### src/interval_timer_map.vh
/*
 * register offsets, control field positions, reset values and prescale ratios of the interval timer.
 * assumes the including file sits on a 32-bit apb with byte addresses.
 */
`ifndef INTERVAL_TIMER_MAP_VH
`define INTERVAL_TIMER_MAP_VH

`define COUNT_VALUE_OFFSET 12'h100
`define PERIOD_VALUE_OFFSET 12'h102
`define TIMER_CONTROL_OFFSET 12'h104
`define IRQ_STATUS_OFFSET 12'h108
`define COUNT_VALUE_ADDR 12'h400
`define PERIOD_VALUE_ADDR 12'h408
`define TIMER_CONTROL_ADDR 12'h410
`define IRQ_STATUS_ADDR 12'h420

`define PERIOD_VALUE_RESET 16'hffff
`define TIMER_CONTROL_RESET 16'h0000
`define TIMER_CONTROL_MASK 16'ha076

`define CTL_TIMER_ON 15
`define CTL_STOP_IN_IDLE 13
`define CTL_GATE_ACCUMULATE 6
`define CTL_PRESCALE_HI 5
`define CTL_PRESCALE_LO 4
`define CTL_EXT_SYNC 2
`define CTL_CLOCK_SOURCE 1

`define IRQ_MATCH_FLAG 0
`define IRQ_MATCH_ENABLE 1

`define PRESCALE_DIV1 8'h00
`define PRESCALE_DIV8 8'h07
`define PRESCALE_DIV64 8'h3f
`define PRESCALE_DIV256 8'hff

`endif

### src/edge_sync.v
/*
 * two-flop synchroniser with rising and falling edge pulses.
 * assumes the input is asynchronous to pclk; all state frozen while ce is low.
 */
`timescale 1ns/1ps
module edge_sync (
    input wire pclk,
    input wire presetn,
    input wire ce,
    input wire async_in,
    output wire level,
    output wire rise,
    output wire fall
);
    reg meta_q;
    reg sync_q;
    reg prev_q;

    always @(posedge pclk or negedge presetn) begin
        if (!presetn) begin
            meta_q <= 1'b0;
            sync_q <= 1'b0;
            prev_q <= 1'b0;
        end else if (ce) begin
            meta_q <= async_in;
            sync_q <= meta_q;
            prev_q <= sync_q;
        end
    end

    assign level = sync_q;
    assign rise = sync_q & ~prev_q;
    assign fall = ~sync_q & prev_q;
endmodule

### src/interval_timer_16bit.v
/*
 * interval_timer_16bit: 16-bit timer/counter with prescaler, period match and apb register access.
 * assumes one pclk domain at 250 mhz, cpu idle/sleep given as plain same-clock levels, and the
 * external count pin asynchronous to pclk.
 */
`timescale 1ns/1ps
`include "interval_timer_map.vh"
module interval_timer_16bit (
    input wire pclk,
    input wire presetn,
    input wire ce,
    input wire psel,
    input wire penable,
    input wire pwrite,
    input wire [11:0] paddr,
    input wire [31:0] pwdata,
    output reg [31:0] prdata,
    output wire pready,
    output wire pslverr,
    input wire cpu_idle,
    input wire cpu_sleep,
    input wire external_count_input,
    output wire match_irq
);
    reg [15:0] count_value_q;
    reg [15:0] period_value_q;
    reg [15:0] timer_control_q;
    reg match_flag_q;
    reg match_irq_enable_q;
    reg [7:0] prescale_q;
    reg [7:0] prescale_d;

    wire ext_level;
    wire ext_rise;
    wire ext_fall;
    wire access_en;
    wire wr_en;
    wire wr_count;
    wire wr_control;
    wire wr_status;
    wire timer_on;
    wire stop_in_idle;
    wire gate_accumulate_enable;
    wire external_sync_select;
    wire clock_source_select;
    wire [1:0] prescale_select;
    wire [7:0] prescale_limit;
    wire halted;
    wire source_tick;
    wire prescale_tick;
    wire at_period;
    wire gate_end;
    wire addr_hit;

    // prescale ratio as terminal count of the divider
    function [7:0] ratio_limit;
        input [1:0] sel;
        begin
            case (sel)
                2'b00: ratio_limit = `PRESCALE_DIV1;
                2'b01: ratio_limit = `PRESCALE_DIV8;
                2'b10: ratio_limit = `PRESCALE_DIV64;
                default: ratio_limit = `PRESCALE_DIV256;
            endcase
        end
    endfunction

    function is_mapped;
        input [11:0] a;
        begin
            is_mapped = (a == `COUNT_VALUE_ADDR) || (a == `PERIOD_VALUE_ADDR) ||
                        (a == `TIMER_CONTROL_ADDR) || (a == `IRQ_STATUS_ADDR);
        end
    endfunction

    // the pin is the clock in async mode; here it is still synchronised, the difference being only
    // that async counting survives sleep, since a real async path has no pclk dependency
    edge_sync u_ext (
        .pclk(pclk),
        .presetn(presetn),
        .ce(ce),
        .async_in(external_count_input),
        .level(ext_level),
        .rise(ext_rise),
        .fall(ext_fall)
    );

    assign timer_on = timer_control_q[`CTL_TIMER_ON];
    assign stop_in_idle = timer_control_q[`CTL_STOP_IN_IDLE];
    assign gate_accumulate_enable = timer_control_q[`CTL_GATE_ACCUMULATE];
    assign external_sync_select = timer_control_q[`CTL_EXT_SYNC];
    assign clock_source_select = timer_control_q[`CTL_CLOCK_SOURCE];
    assign prescale_select = timer_control_q[`CTL_PRESCALE_HI:`CTL_PRESCALE_LO];
    assign prescale_limit = ratio_limit(prescale_select);

    // sleep stops every source except the unsynced external one
    assign halted = (cpu_idle & stop_in_idle) |
                    (cpu_sleep & ~(clock_source_select & ~external_sync_select));

    // select the raw tick: external pin rise, or instruction cycle, optionally gated
    assign source_tick = clock_source_select ? ext_rise :
                         (gate_accumulate_enable ? ext_level : 1'b1);

    assign prescale_tick = timer_on & ~halted & source_tick & (prescale_q == prescale_limit);
    assign at_period = (count_value_q == period_value_q);
    assign gate_end = timer_on & ~clock_source_select & gate_accumulate_enable & ext_fall & ~halted;

    assign access_en = psel & penable;
    assign wr_en = access_en & pwrite;
    assign wr_count = wr_en & (paddr == `COUNT_VALUE_ADDR);
    assign wr_control = wr_en & (paddr == `TIMER_CONTROL_ADDR);
    assign wr_status = wr_en & (paddr == `IRQ_STATUS_ADDR);
    assign addr_hit = is_mapped(paddr);
    assign pready = 1'b1;
    assign pslverr = access_en & ~addr_hit;

    // prescaler only moves while the timer is on, so its clears are lost when off
    always @* begin
        prescale_d = prescale_q;
        if (timer_on) begin
            if (wr_count || (wr_control && !pwdata[`CTL_TIMER_ON])) begin
                prescale_d = 8'h00;
            end else if (!halted && source_tick) begin
                prescale_d = (prescale_q >= prescale_limit) ? 8'h00 : prescale_q + 8'h01;
            end
        end
    end

    always @(posedge pclk or negedge presetn) begin
        if (!presetn) begin
            prescale_q <= 8'h00;
        end else if (ce) begin
            prescale_q <= prescale_d;
        end
    end

    // count: only a count write loads it; a control write leaves it untouched
    always @(posedge pclk or negedge presetn) begin
        if (!presetn) begin
            count_value_q <= 16'h0000;
        end else if (ce) begin
            if (wr_count) begin
                count_value_q <= pwdata[15:0];
            end else if (prescale_tick) begin
                if (at_period) begin
                    count_value_q <= 16'h0000;
                end else begin
                    count_value_q <= count_value_q + 16'h0001;
                end
            end
        end
    end

    always @(posedge pclk or negedge presetn) begin
        if (!presetn) begin
            period_value_q <= `PERIOD_VALUE_RESET;
            timer_control_q <= `TIMER_CONTROL_RESET;
            match_irq_enable_q <= 1'b0;
        end else if (ce) begin
            if (wr_en && paddr == `PERIOD_VALUE_ADDR) begin
                period_value_q <= pwdata[15:0];
            end
            if (wr_control) begin
                timer_control_q <= pwdata[15:0] & `TIMER_CONTROL_MASK;
            end
            if (wr_status) begin
                match_irq_enable_q <= pwdata[`IRQ_MATCH_ENABLE];
            end
        end
    end

    // flag: set wins over a software clear in the same cycle
    always @(posedge pclk or negedge presetn) begin
        if (!presetn) begin
            match_flag_q <= 1'b0;
        end else if (ce) begin
            if ((prescale_tick && at_period) || gate_end) begin
                match_flag_q <= 1'b1;
            end else if (wr_status && !pwdata[`IRQ_MATCH_FLAG]) begin
                match_flag_q <= 1'b0;
            end
        end
    end

    assign match_irq = match_flag_q & match_irq_enable_q;

    always @(posedge pclk or negedge presetn) begin
        if (!presetn) begin
            prdata <= 32'h0000_0000;
        end else if (ce) begin
            if (psel && !penable && !pwrite) begin
                case (paddr)
                    `COUNT_VALUE_ADDR: prdata <= {16'h0000, count_value_q};
                    `PERIOD_VALUE_ADDR: prdata <= {16'h0000, period_value_q};
                    `TIMER_CONTROL_ADDR: prdata <= {16'h0000, timer_control_q};
                    `IRQ_STATUS_ADDR: prdata <= {30'h0000_0000, match_irq_enable_q, match_flag_q};
                    default: prdata <= 32'h0000_0000;
                endcase
            end
        end
    end
endmodule

### config.mk
export PLATFORM = sky130hd
export DESIGN_NAME = interval_timer_16bit
export DESIGN_NICKNAME = d
export VERILOG_FILES = /design/src/edge_sync.v /design/src/interval_timer_16bit.v
export VERILOG_INCLUDE_DIRS = /design/src /design/src/src
export SDC_FILE = /design/constraint.sdc
export NUM_CORES = 1
export LEC_CHECK = 0
export ABC_AREA = 1
export ABC_CLOCK_PERIOD_IN_PS = 3600
export BUFFER_PORTS_ARGS = -buffer_cell sky130_fd_sc_hd__buf_2
export CAP_MARGIN = 20
export CORE_MARGIN = 1.5
export CORE_UTILIZATION = 30
export DETAILED_ROUTE_END_ITERATION = 6
export PLACE_DENSITY_LB_ADDON = 0.2
export SLEW_MARGIN = 30
export SYNTH_ARGS = -nofsm -noshare
export SYNTH_HDL_FRONTEND = slang
export SYNTH_SLANG_ARGS = --single-unit
### constraint.sdc
create_clock -name pclk -period 3.6 [get_ports pclk]
set_clock_uncertainty 0.2 [all_clocks]
set_input_delay 0.36 -clock pclk [delete_from_list [all_inputs] [get_ports pclk]]
set_output_delay 0.36 -clock pclk [all_outputs]
set_load 0.005 [all_outputs]
# Word-level counts from Yosys, hierarchy flattened
# Index checks and enable logic that the tools add are counted.
# word_totals
elab_cells	88
inputBits	53
regBits	84
# op_classes
add_sub_neg	2
n_mux	12
order_cmp	1
n_bitwise	27
n_reduce_logical	28
n_eq_ne	8
# ops
cell	n
$pmux 16 s4	1
$eq 12x11->1 const B	4
$mux 16	3
$mux 8	3
$pmux 8 s3	1
$and 1x1->1	19
$add 16x1->16 const B	1
$eq 16x16->1	1
$reduce_and 2->1	6
$add 8x1->8 const B	1
$eq 8x8->1	1
$ge 8x8->1	1
$logic_and 1x1->1	7
$not 1->1	7
$reduce_bool 2->1	3
$logic_not 1->1	5
$logic_or 1x1->1	5
$mux 1	4
$reduce_and 3->1	1
$eq 2x1->1 const B	1
$eq 2x2->1 const B	1
$logic_not 2->1	1
$or 1x1->1	1

# Depth between registers and ports, before layout
# Gate-level depths: netlist of run 1.
# logic_depth
ltp_word	13
ltp_mapped	13
mapped_depth_nobuf	12

# Cells and area by module
# Synthesis of run 1 repeated with hierarchy kept, for this count alone.
# unflattened
cells_unflattened	707
hier_area_um2	4619.4
# modules_own_cells
module	area_per_inst_um2	cells_each	n_inst
interval_timer_16bit	4491.8	690	1
edge_sync	127.6	17	1

# Least setup slack after synthesis of run 1
# No wires, ideal clock.
# synth_timing
kind	reg-to-reg
from	reg timer_control_q[5]
to	reg count_value_q[8]
synth_period_minus_slack_ns	1.871
n_path_buf	1
path_slack_ns	1.729
arrival_ns	1.554
path_stages_with_launch	13
required_ns	3.284
path_cell_list	dfrtp_1 -> nand2_1 -> ha_1 -> nand2_1 -> inv_1 -> nand3_1 -> nor2_1 -> nand3_1 -> nand2_2 -> nand2_4 -> buf_2 -> nand2_1 -> nand2_1
# synth_via
elab_chain_cells	6
elab_cells_between_ends	8
classes_between	eq/ne: 3; mux: 1; bitwise: 1; reduce/logical: 3
# synth_lines
element	line	text
from (decl)	interval_timer_16bit.v:27	reg [15:0] timer_control_q;
from (signal assigned)	interval_timer_16bit.v:157	timer_control_q <= `TIMER_CONTROL_RESET;
from (signal assigned)	interval_timer_16bit.v:164	timer_control_q <= pwdata[15:0] & `TIMER_CONTROL_MASK;
$eq 2x2->1, or another cell as far along	interval_timer_16bit.v:59	case (sel)
$pmux 8 s3 *	interval_timer_16bit.v:59	
$eq 8x8->1 *	interval_timer_16bit.v:104	assign prescale_tick = timer_on & ~halted & source_tick & (prescale_q == prescale_limit);
$and 1x1->1 *	interval_timer_16bit.v:104	
$reduce_bool 2->1 (no line) *	--	
$reduce_and 2->1 (no line) *	--	
to (signal assigned)	interval_timer_16bit.v:143	count_value_q <= pwdata[15:0];
to (signal assigned)	interval_timer_16bit.v:148	count_value_q <= count_value_q + 16'h0001;
to (decl)	interval_timer_16bit.v:25	reg [15:0] count_value_q;
# Every way passes the cells marked *; elsewhere a longest branch is shown, timed or not.
# A chain may end at the register's enable or synchronous reset.

# Final worst setup path of run 1
# layout_timing
from	in paddr[7]
to	out pslverr
# layout_via
elab_chain_cells	6
elab_cells_between_ends	9
classes_between	eq/ne: 4; bitwise: 2; reduce/logical: 3
# layout_lines
element	line	text
from (decl)	interval_timer_16bit.v:15	input wire [11:0] paddr,
$eq 12x11->1	--	
$logic_or 1x1->1 (2 in a row)	interval_timer_16bit.v:71	is_mapped = (a == `COUNT_VALUE_ADDR) || (a == `PERIOD_VALUE_ADDR) ||
$logic_or 1x1->1 *	interval_timer_16bit.v:71	
$not 1->1 *	interval_timer_16bit.v:115	assign pslverr = access_en & ~addr_hit;
$and 1x1->1 *	interval_timer_16bit.v:115	
to (decl)	interval_timer_16bit.v:19	output wire pslverr,
# Marked as above.

==> run metrics, run 1 <==
vias per cell about 4.6; Sw Share 0.244; crit path launch paddr[7]; clk sinks 68; critical-path maximum fanout 14; post-CTS setup buffers 0; DRC Markers 0; CTS buffer count 9; Post-synth top cells 291 x nand2_1, 68 x inv_1, 67 x nand3_1; first-pass GRT wire length 21.1 mm; CP endpoint kind output port; Remaining Overflow, GRT 0; met1 Track Usage GR 0.232; Routed Antenna Nets 0; 1st-iter DRT viols 236; Synth Instances 697; FMAX 403 MHz; clk_lat worst skew 0.34 ns; layer with the highest usage met2; Switch Pwr around 0.46 mW; Hold Worst Slack 0.0161 ns; WP data arrival 1.92 ns; R2R Path End count_value_q[1]; largest area contributor in the netlist dfrtp_1; initial antenna violation count 0; Pwr Total 1.88 mW; Clock Path Buffers 2; Synth Cell Area 0.00463 sq mm; top cells by area, synth dfrtp_1 28%, nand2_1 24%, dfstp_2 9.1%; WL/cell approximately 14 um; most common cell in the netlist nand2_1; cell depth of the worst hold path 3; worst reg-to-reg setup slack 1.30 ns; Site Rows 45; endpoints failing setup 0; Fin. Hold Viols 0; Vias 4318; max-cap viol count 0; area post-placement 0.00500 sq mm; post-CTS sizing 0; Synth Register Bits 68; Ant. Diodes 0; Distinct cells, synth 37; reg2reg path depth 10; CORE AREA about 0.015 sq mm; largest net degree at the start of global routing 69; Die ar. 0.0162 sq mm; final wirelength 13.2 mm; Min-Delay Path Class in -> reg; RD Place Congestion between 0.8 and 0.9; Initial Utilization 0.306; Post-synth EDFFs 0; leakage 2.96 nW; share of cells above drive strength 1 0.160; RR Startpoint timer_control_q[5]; Post-CTS Hold Fix Bufs 1; area grow syn2layout 15.2%; Yosys warning count 0; fin area 0.00534 sq mm; Clock transition at path regs 0.06 ns; Clock Root Buffer clkbuf_16; Setup crit start kind input pin; DIE HEIGHT 127 um; Main synth FF type dfrtp_1; Combinational Power Share 0.058; Clk pwr share 0.523; min-delay src external_count_input; Slew headroom 0.638; vias in the first global route between 4000 and 5000; die span in x about 130 um; H-tree levels 3; Flop pwr share 0.419; Async SR Flop Fraction 1.00; Max Transition Viols Final 0; IO Pins 88; crit path kind in -> out; worst-margin pin slew 0.541 ns; outcome finished clean; part of the cycle the worst path needs 0.689; Post-Syn Area per Cell between 6 and 7 sq um; met2 Usage GRT 0.264; cell area power density 352 mW/mm^2; RSZ-0062 raised after global routing no; met3 Use GR 0.0255; setup TNS 0 ns; Port Buffers 54; Global Route Usage Sum 0.169; Worst Hold Path EP u_ext.meta_q; first-pass iteration count of the detailed router 4; maximum vdd drop about 0.00023 V; Data required, critical path 3.04 ns; sequential area share after synthesis 0.371; Yosys top cell area share 0.281; CTS tree yes; dpl hpwl between 9 and 10 mm; fin nets 805; Filler cells 1664; Cell Int Power 1.42 mW; Final min period 2.48 ns
-- power by group through the flow --
| stage | combinational, mW | clock, mW | sequential, mW |
|---|---|---|---|
| global placement | 0.109 | 0 | 0.800 |
| detailed placement | 0.110 | 0 | 0.801 |
| floorplan | 0.0634 | 0 | 0.797 |
| global route | 0.129 | 1.03 | 0.788 |
| finish | 0.109 | 0.983 | 0.788 |
| CTS | 0.111 | 1.01 | 0.787 |
-- worst max path at each step --
stage	endpoint	slack (ns)	cells after the start
2_1_floorplan	count_value_q[8]	1.73	12
3_3_place_gp	pslverr	1.10	8
3_5_place_dp	pslverr	1.11	8
4_1_cts	pslverr	1.10	8
5_1_grt	pslverr	0.96	8
6_report	pslverr	1.12	8
-- layer usage --
metal	share of wire	wire length, um
met5	0	0
met4	0.025	331
met3	0.036	479
met2	0.45	5930
met1	0.49	6420
-- placed cells by master (no fill, tap or decap), drive strengths merged, types with 6 or more instances in the layout --
cell	count
conb	17
dfrtp	52
o21ai	34
xor2	13
nor3	6
clkbuf	9
inv	76
nor2	57
o22ai	7
nand4	10
nand2	299
buf	59
nand3	69
dfstp	16
-- cell families (layout without fill, tap and decap cells) --
family                   Yosys count  count (layout)  synth area share
XOR/XNOR                          15              15            0.0283
flip-flops                        68              68             0.371
other                              2              17           0.00162
buffers and inverters            115             155             0.119
adder cells (fa/ha/maj)            5               5            0.0135
AND/OR/NAND/NOR                  446             446             0.413
AO/OA/AOI/OAI                     46              46            0.0537
-- sequential cells by signal, indices dropped and copies added, names as in the netlist --
| signal | count |
|---|---|
| count_value_q | 16 |
| match_flag_q | 1 |
| match_irq_enable_q | 1 |
| period_value_q | 16 |
| prdata | 16 |
| prescale_q | 8 |
| timer_control_q | 7 |
| u_ext.level | 1 |
| u_ext.meta_q | 1 |
| u_ext.prev_q | 1 |
-- metrics by stage --
| step | cells | setup slack (ns) | util |
|---|---|---|---|
| after global placement | 923 | 1.10 | 0.330 |
| after floorplan | 712 | 1.73 | - |
| after global routing | 940 | 0.964 | 0.353 |
| after detailed placement | 923 | 1.11 | 0.330 |
| after CTS | 940 | 1.10 | 0.353 |
| final | 940 | 1.12 | 0.353 |
-- critical path, stage by stage --
cell     delay [ns]
buf_2          0.11
nor2_4         0.13
nand3_1        0.14
nor3_2         0.32
nand2_1        0.43
nand3_1        0.22
nor3_1         0.06
buf_2          0.14
-- cell type report --
class / instances / area, sq um / area share
timing repair buffer: 60 / 330 / 0.0619
tap: 188 / 235 / 0.0440
multi-input combinational: 529 / 2420 / 0.453
clock inverter: 7 / 100 / 0.0187
inverter: 79 / 308 / 0.0576
clock buffer: 9 / 225 / 0.0422
sequential: 68 / 1720 / 0.322
Note: power is estimated with default switching activity, not from simulation.
==> run 2: changes to the inputs <==
--- a/config.mk
+++ b/config.mk
@@ -7,7 +7,7 @@
 export NUM_CORES = 1
 export LEC_CHECK = 0
 export ABC_AREA = 1
-export ABC_CLOCK_PERIOD_IN_PS = 3600
+export ABC_CLOCK_PERIOD_IN_PS = 2300
 export BUFFER_PORTS_ARGS = -buffer_cell sky130_fd_sc_hd__buf_2
 export CAP_MARGIN = 20
 export CORE_MARGIN = 1.5
==> constraint.sdc (replaced) <==
create_clock -name pclk -period 2.3 [get_ports pclk]
set_clock_uncertainty 0.2 [all_clocks]
set_input_delay 0.23 -clock pclk [delete_from_list [all_inputs] [get_ports pclk]]
set_output_delay 0.23 -clock pclk [all_outputs]
set_load 0.005 [all_outputs]
==> run metrics, run 2 (synthesis results as in run 1) <==
Sw Share 0.244 (about the same); Vias 4339 (+0.49%); Clock transition at path regs 0.07 ns (about the same); clk sinks 68 (unchanged); leakage 3.07 nW (+3.7%); vias per cell 4.50 (-2.1%); CP endpoint kind flip-flop; die span in x 127 um (unchanged); Site Rows 45 (unchanged); DIE HEIGHT 127 um (unchanged); part of the cycle the worst path needs 0.908; Pwr Total 2.96 mW (+58%); cell area power density 532 mW/mm^2 (+51%); IO Pins 88 (unchanged); vias in the first global route 4111 (+1.8%); share of cells above drive strength 1 0.166 (+0.00645); Clock Path Buffers 2 (unchanged); Setup crit start kind flip-flop; Routed Antenna Nets 0 (unchanged); Switch Pwr 0.722 mW (+58%); commonest non-fill, non-tap cell in the layout nand2_1; 1st-iter DRT viols 274 (+16%); area grow syn2layout 20.1%; area post-placement 0.00507 sq mm (+1.3%); post-CTS sizing 0 (unchanged); RD Place Congestion 0.891 (+0.67%); Remaining Overflow, GRT 0 (unchanged); max-cap viol count 0 (unchanged); Fin. Hold Viols 0 (unchanged); RSZ-0062 raised after global routing no; dpl hpwl 9.86 mm (+2.0%); Data required, critical path 2.34 ns (-0.70 ns); Placed Cells 932 (+0.98%); WP data arrival 2.12 ns (+0.20 ns); first-pass iteration count of the detailed router 4 (unchanged); Final Non-Filler Cells 965 (+2.7%); maximum vdd drop 0.000341 V (+49%); FMAX 479 MHz; setup TNS 0 ns (unchanged); critical-path maximum fanout 9 (-5); fin nets 830 (+3.1%); clk_lat worst skew 0.35 ns (about the same); Die ar. 0.0162 sq mm (unchanged); outcome finished clean; Min-Delay Path Class in -> reg; CTS buffer count 9 (unchanged); endpoints failing setup 0 (unchanged); final wirelength 13.3 mm (+1.1%); utilization after layout 0.368 (+0.0150); Combinational Power Share 0.064 (+0.006); H-tree levels 3 (unchanged); Ant. Diodes 0 (unchanged); CTS tree yes; DRC Markers 0 (unchanged); initial antenna violation count 0 (unchanged); Port Buffers 54 (unchanged); WL/cell 13.8 um (-1.5%); top flop regs count_value_q (16), period_value_q (16), prdata (16); Clk pwr share 0.520 (-0.003); Final min period 2.09 ns; most frequent cells in the layout 291 x nand2_1, 68 x inv_1, 67 x nand3_1; fin area 0.00557 sq mm (+4.3%); crit path kind reg -> reg; Clock Root Buffer clkbuf_16; Cell Int Power 2.24 mW (+58%); largest net degree at the start of global routing 69 (unchanged); Global Route Usage Sum 0.175 (+0.00584); Max Transition Viols Final 0 (unchanged); Flop pwr share 0.416 (-0.003); Initial Utilization 0.306 (unchanged); CORE AREA 0.0151 sq mm (unchanged); Filler cells 1659 (-0.30%); first-pass GRT wire length 21.8 mm (+3.2%)
==> run 2: cell count changes in the layout (fill, tap and decap cells not counted), sizes merged <==
cell / before / now
dlygate4sd3: 1 / 17
buf: 59 / 68
==> run 2: final timing paths <==
check	end	slack [ns]	startpoint	depth (start not counted)
min	u_ext.meta_q	0.02	ce	3
min in group asynchronous	u_ext.prev_q	0.24	presetn	3
max in group asynchronous	period_value_q[14]	1.30	presetn	3
max	count_value_q[9]	0.21	timer_control_q[5]	12
max reg2reg	count_value_q[9]	0.21	timer_control_q[5]	12
min reg2reg	period_value_q[9]	0.27	period_value_q[9]	2
==> run 2: layout make-up <==
type	instances	area [sq um]	share of cell area
Sequential cell	68	1720	0.309
Timing Repair Buffer	85	558	0.100
Clock buffer	9	225	0.0404
Inverter	79	308	0.0553
Tap cell	188	235	0.0422
Clock inverter	7	100	0.0180
Multi-Input combinational cell	529	2420	0.435
==> run 2: power by group through the flow <==
stage / clock network, mW / registers (mW) / logic [mW]
floorplan: 0 / 1.25 / 0.0992
global placement: 0 / 1.25 / 0.171
detailed placement: 0 / 1.25 / 0.172
CTS: 1.58 / 1.23 / 0.194
global route: 1.63 / 1.23 / 0.220
finish: 1.54 / 1.23 / 0.190
==> run 2: routing by layer <==
layer	global-route usage	vias to the layer above	routed length, um
met4	0.0675	0	229
met1	0.240	1944	6490
met2	0.276	82	6050
met3	0.0289	15	541
met5	0	-	0
li1	-	2298	-
==> run 2: repair_timing <==
item                                   4_1_cts  5_1_grt
buffers inserted                             0        0
hold buffers                                17        0
endpoints found under the hold margin       82        0
==> run 2: critical path: stages (launching register included) <==
cell	delay, ns
dfrtp_1	0.42
nand2_1	0.11
ha_1	0.30
nand2_1	0.06
inv_1	0.05
nand3_1	0.09
nor2_1	0.13
nand3_1	0.13
nand2_2	0.11
nand2_4	0.07
buf_4	0.18
nand2_1	0.06
nand2_1	0.06
==> run 2: stage by stage <==
stage          hold slack, ns  setup slack (ns)
2_1_floorplan          -0.266             0.429
4_1_cts                0.0131             0.200
3_3_place_gp           0.0918             0.232
5_1_grt                0.0408            0.0169
3_5_place_dp           0.0915             0.217
6_report               0.0191             0.211
==> run 3: changes to the inputs <==
--- a/config.mk
+++ b/config.mk
@@ -11,7 +11,7 @@
 export BUFFER_PORTS_ARGS = -buffer_cell sky130_fd_sc_hd__buf_2
 export CAP_MARGIN = 20
 export CORE_MARGIN = 1.5
-export CORE_UTILIZATION = 30
+export CORE_UTILIZATION = 56
 export DETAILED_ROUTE_END_ITERATION = 6
 export PLACE_DENSITY_LB_ADDON = 0.2
 export SLEW_MARGIN = 30
==> run metrics, run 3 (synthesis results as in run 1) <==
final wirelength 12.2 mm (-8.5%); crit path kind reg -> reg; Pwr Total 2.55 mW (-14%); Filler cells 706 (-57%); dpl hpwl 8.70 mm (-12%); CORE AREA 0.00789 sq mm (-48%); endpoints failing setup 0 (unchanged); CP endpoint kind flip-flop; CP max stage delay 0.44 ns (+0.02 ns); critical-path maximum fanout 7 (-2); Clock transition at path regs 0.08 ns (about the same); FF/Latch Area 0.00172 sq mm (about the same); Vias 4664 (+7.5%); Data required, critical path 2.40 ns (+0.06 ns); reg2reg path depth 11 (-1); Clock Root Buffer clkbuf_8; multi-input logic area 0.00242 sq mm (unchanged); Placed Cells 841 (-9.8%); clk_lat worst skew 0.36 ns (about the same); CTS buffer count 9 (unchanged); first-pass GRT wire length 20.9 mm (-4.3%); Site Rows 32 (-29%); leakage 3.02 nW (-1.8%); top flop regs count_value_q (16), period_value_q (16), prdata (16); vias per cell 5.32 (+18%); 1st-iter DRT viols 326 (+19%); cell depth of the worst hold path 3 (unchanged); Global Route Usage Sum 0.305 (+0.130); WP data arrival 2.19 ns (+0.07 ns); first-pass iteration count of the detailed router 5 (+1); Clock Path Buffers 2 (unchanged); FMAX 478 MHz (-0.24%); Critical-path top delay cell dfrtp_2; outcome finished clean; Port Buffers 54 (unchanged); DRC Markers 0 (unchanged); min-delay src ce; die span in x 94.0 um (-26%); post-CTS setup buffers 0 (unchanged); Final Non-Filler Cells 876 (-9.2%); clk sinks 68 (unchanged); worst reg-to-reg setup slack 0.21 ns (about the same); Final min period 2.09 ns (+0.00493 ns); Die ar. 0.00883 sq mm (-46%); RSZ-0062 raised after global routing no; maximum vdd drop 0.000344 V (+1.0%); RD Place Congestion 0.944 (+5.9%); Max Transition Viols Final 0 (unchanged); DIE HEIGHT 94.0 um (-26%); cell area power density 476 mW/mm^2 (-11%); crit path cell chain nor2_1, ha_1, nand2_1, nand2_1, nand2_1, nand2_1, nand2_1, nand2_1, nor2_2, nand3_1, nand2_1; IO Pins 88 (unchanged); fin nets 827 (-0.36%); max-cap viol count 0 (unchanged); Hold Worst Slack 0.0156 ns (-0.00346 ns); commonest non-fill, non-tap cell in the layout nand2_1; Fin. Hold Viols 0 (unchanged); CTS tree yes; RR Startpoint timer_control_q[5]; WL/cell 13.9 um (+0.75%); most frequent cells in the layout 291 x nand2_1, 68 x inv_1, 67 x nand3_1; crit-path most repeated cell nand2_1; Remaining Overflow, GRT 0 (unchanged); Worst Hold Path EP u_ext.level; Ant. Diodes 0 (unchanged); Initial Utilization 0.588 (+0.282); vias in the first global route 4481 (+9.0%); setup TNS 0 ns (unchanged); largest net degree at the start of global routing 69 (unchanged); Routed Antenna Nets 0 (unchanged); Setup crit start kind flip-flop; share of cells above drive strength 1 0.161 (-0.00452); Min-Delay Path Class in -> reg; initial antenna violation count 0 (unchanged); H-tree levels 3 (unchanged); part of the cycle the worst path needs 0.910 (+0.00215); R2R Path End prescale_q[2]; area grow syn2layout 15.3%
run 3: changes by cell type in the layout (fill, tap and decap cells not counted):
cell,delta
clkbuf_8,+9
buf_4,-5
clkbuf_16,-9
clkinvlp_4,-2
dlygate4sd3_1,+2
inv_8,+1
dfrtp_1,-1
dfrtp_2,+1
clkinv_2,+1
run 3: how the worst max path moves through the flow:
| stage | startpoint | endpoint | slack (ns) | cells after the start |
|---|---|---|---|---|
| 2_1_floorplan | timer_control_q[5] | count_value_q[8] | 0.43 | 12 |
| 3_3_place_gp | timer_control_q[5] | count_value_q[13] | 0.22 | 12 |
| 3_5_place_dp | timer_control_q[5] | count_value_q[13] | 0.15 | 12 |
| 4_1_cts | timer_control_q[5] | count_value_q[0] | 0.15 | 12 |
| 5_1_grt | timer_control_q[5] | count_value_q[3] | 0.004 | 12 |
| 6_report | timer_control_q[5] | prescale_q[2] | 0.21 | 11 |
run 3: worst max-delay path: cells and delay by family (launching register included):
family / cells / cell delay (ns)
flip-flops: 1 / 0.44
AND/OR/NAND/NOR: 10 / 1.12
adder cells (fa/ha/maj): 1 / 0.28
run 3: power breakdown:
part           internal, mW  switching [mW]
Combinational        0.0754           0.114
Sequential             1.21          0.0172
Clock                 0.616           0.510
Total                  1.90           0.642
run 3: area by class of cell:
class / count / area share
repair buffers: 82 / 0.101
multi-input cells: 529 / 0.453
inverters: 79 / 0.0581
flip-flops and latches: 68 / 0.322
clock inverters: 7 / 0.0185
well taps: 102 / 0.0239
clock buffers: 9 / 0.0232
run 3: metal layers:
layer / vias up / GRT usage / share of wire
li1: 2287 / - / -
met5: - / 0 / 0
met1: 2143 / 0.405 / 0.45
met4: 0 / 0.111 / 0.020
met3: 26 / 0.0502 / 0.067
met2: 208 / 0.502 / 0.46
run 3: through the flow:
stage          setup slack (ns)   util  cell area [sq um]
3_5_place_dp              0.148  0.625               4930
6_report                  0.207  0.678               5340
2_1_floorplan             0.429      -               4690
3_3_place_gp              0.220  0.625               4930
5_1_grt                 0.00362  0.678               5340
4_1_cts                   0.146  0.677               5340
run 3: repair_timing:
action	4_1_cts	5_1_grt
endpoints found under the setup margin	0	16
hold endpoints to repair	85	0
resized for setup	0	2
hold buffers	19	0
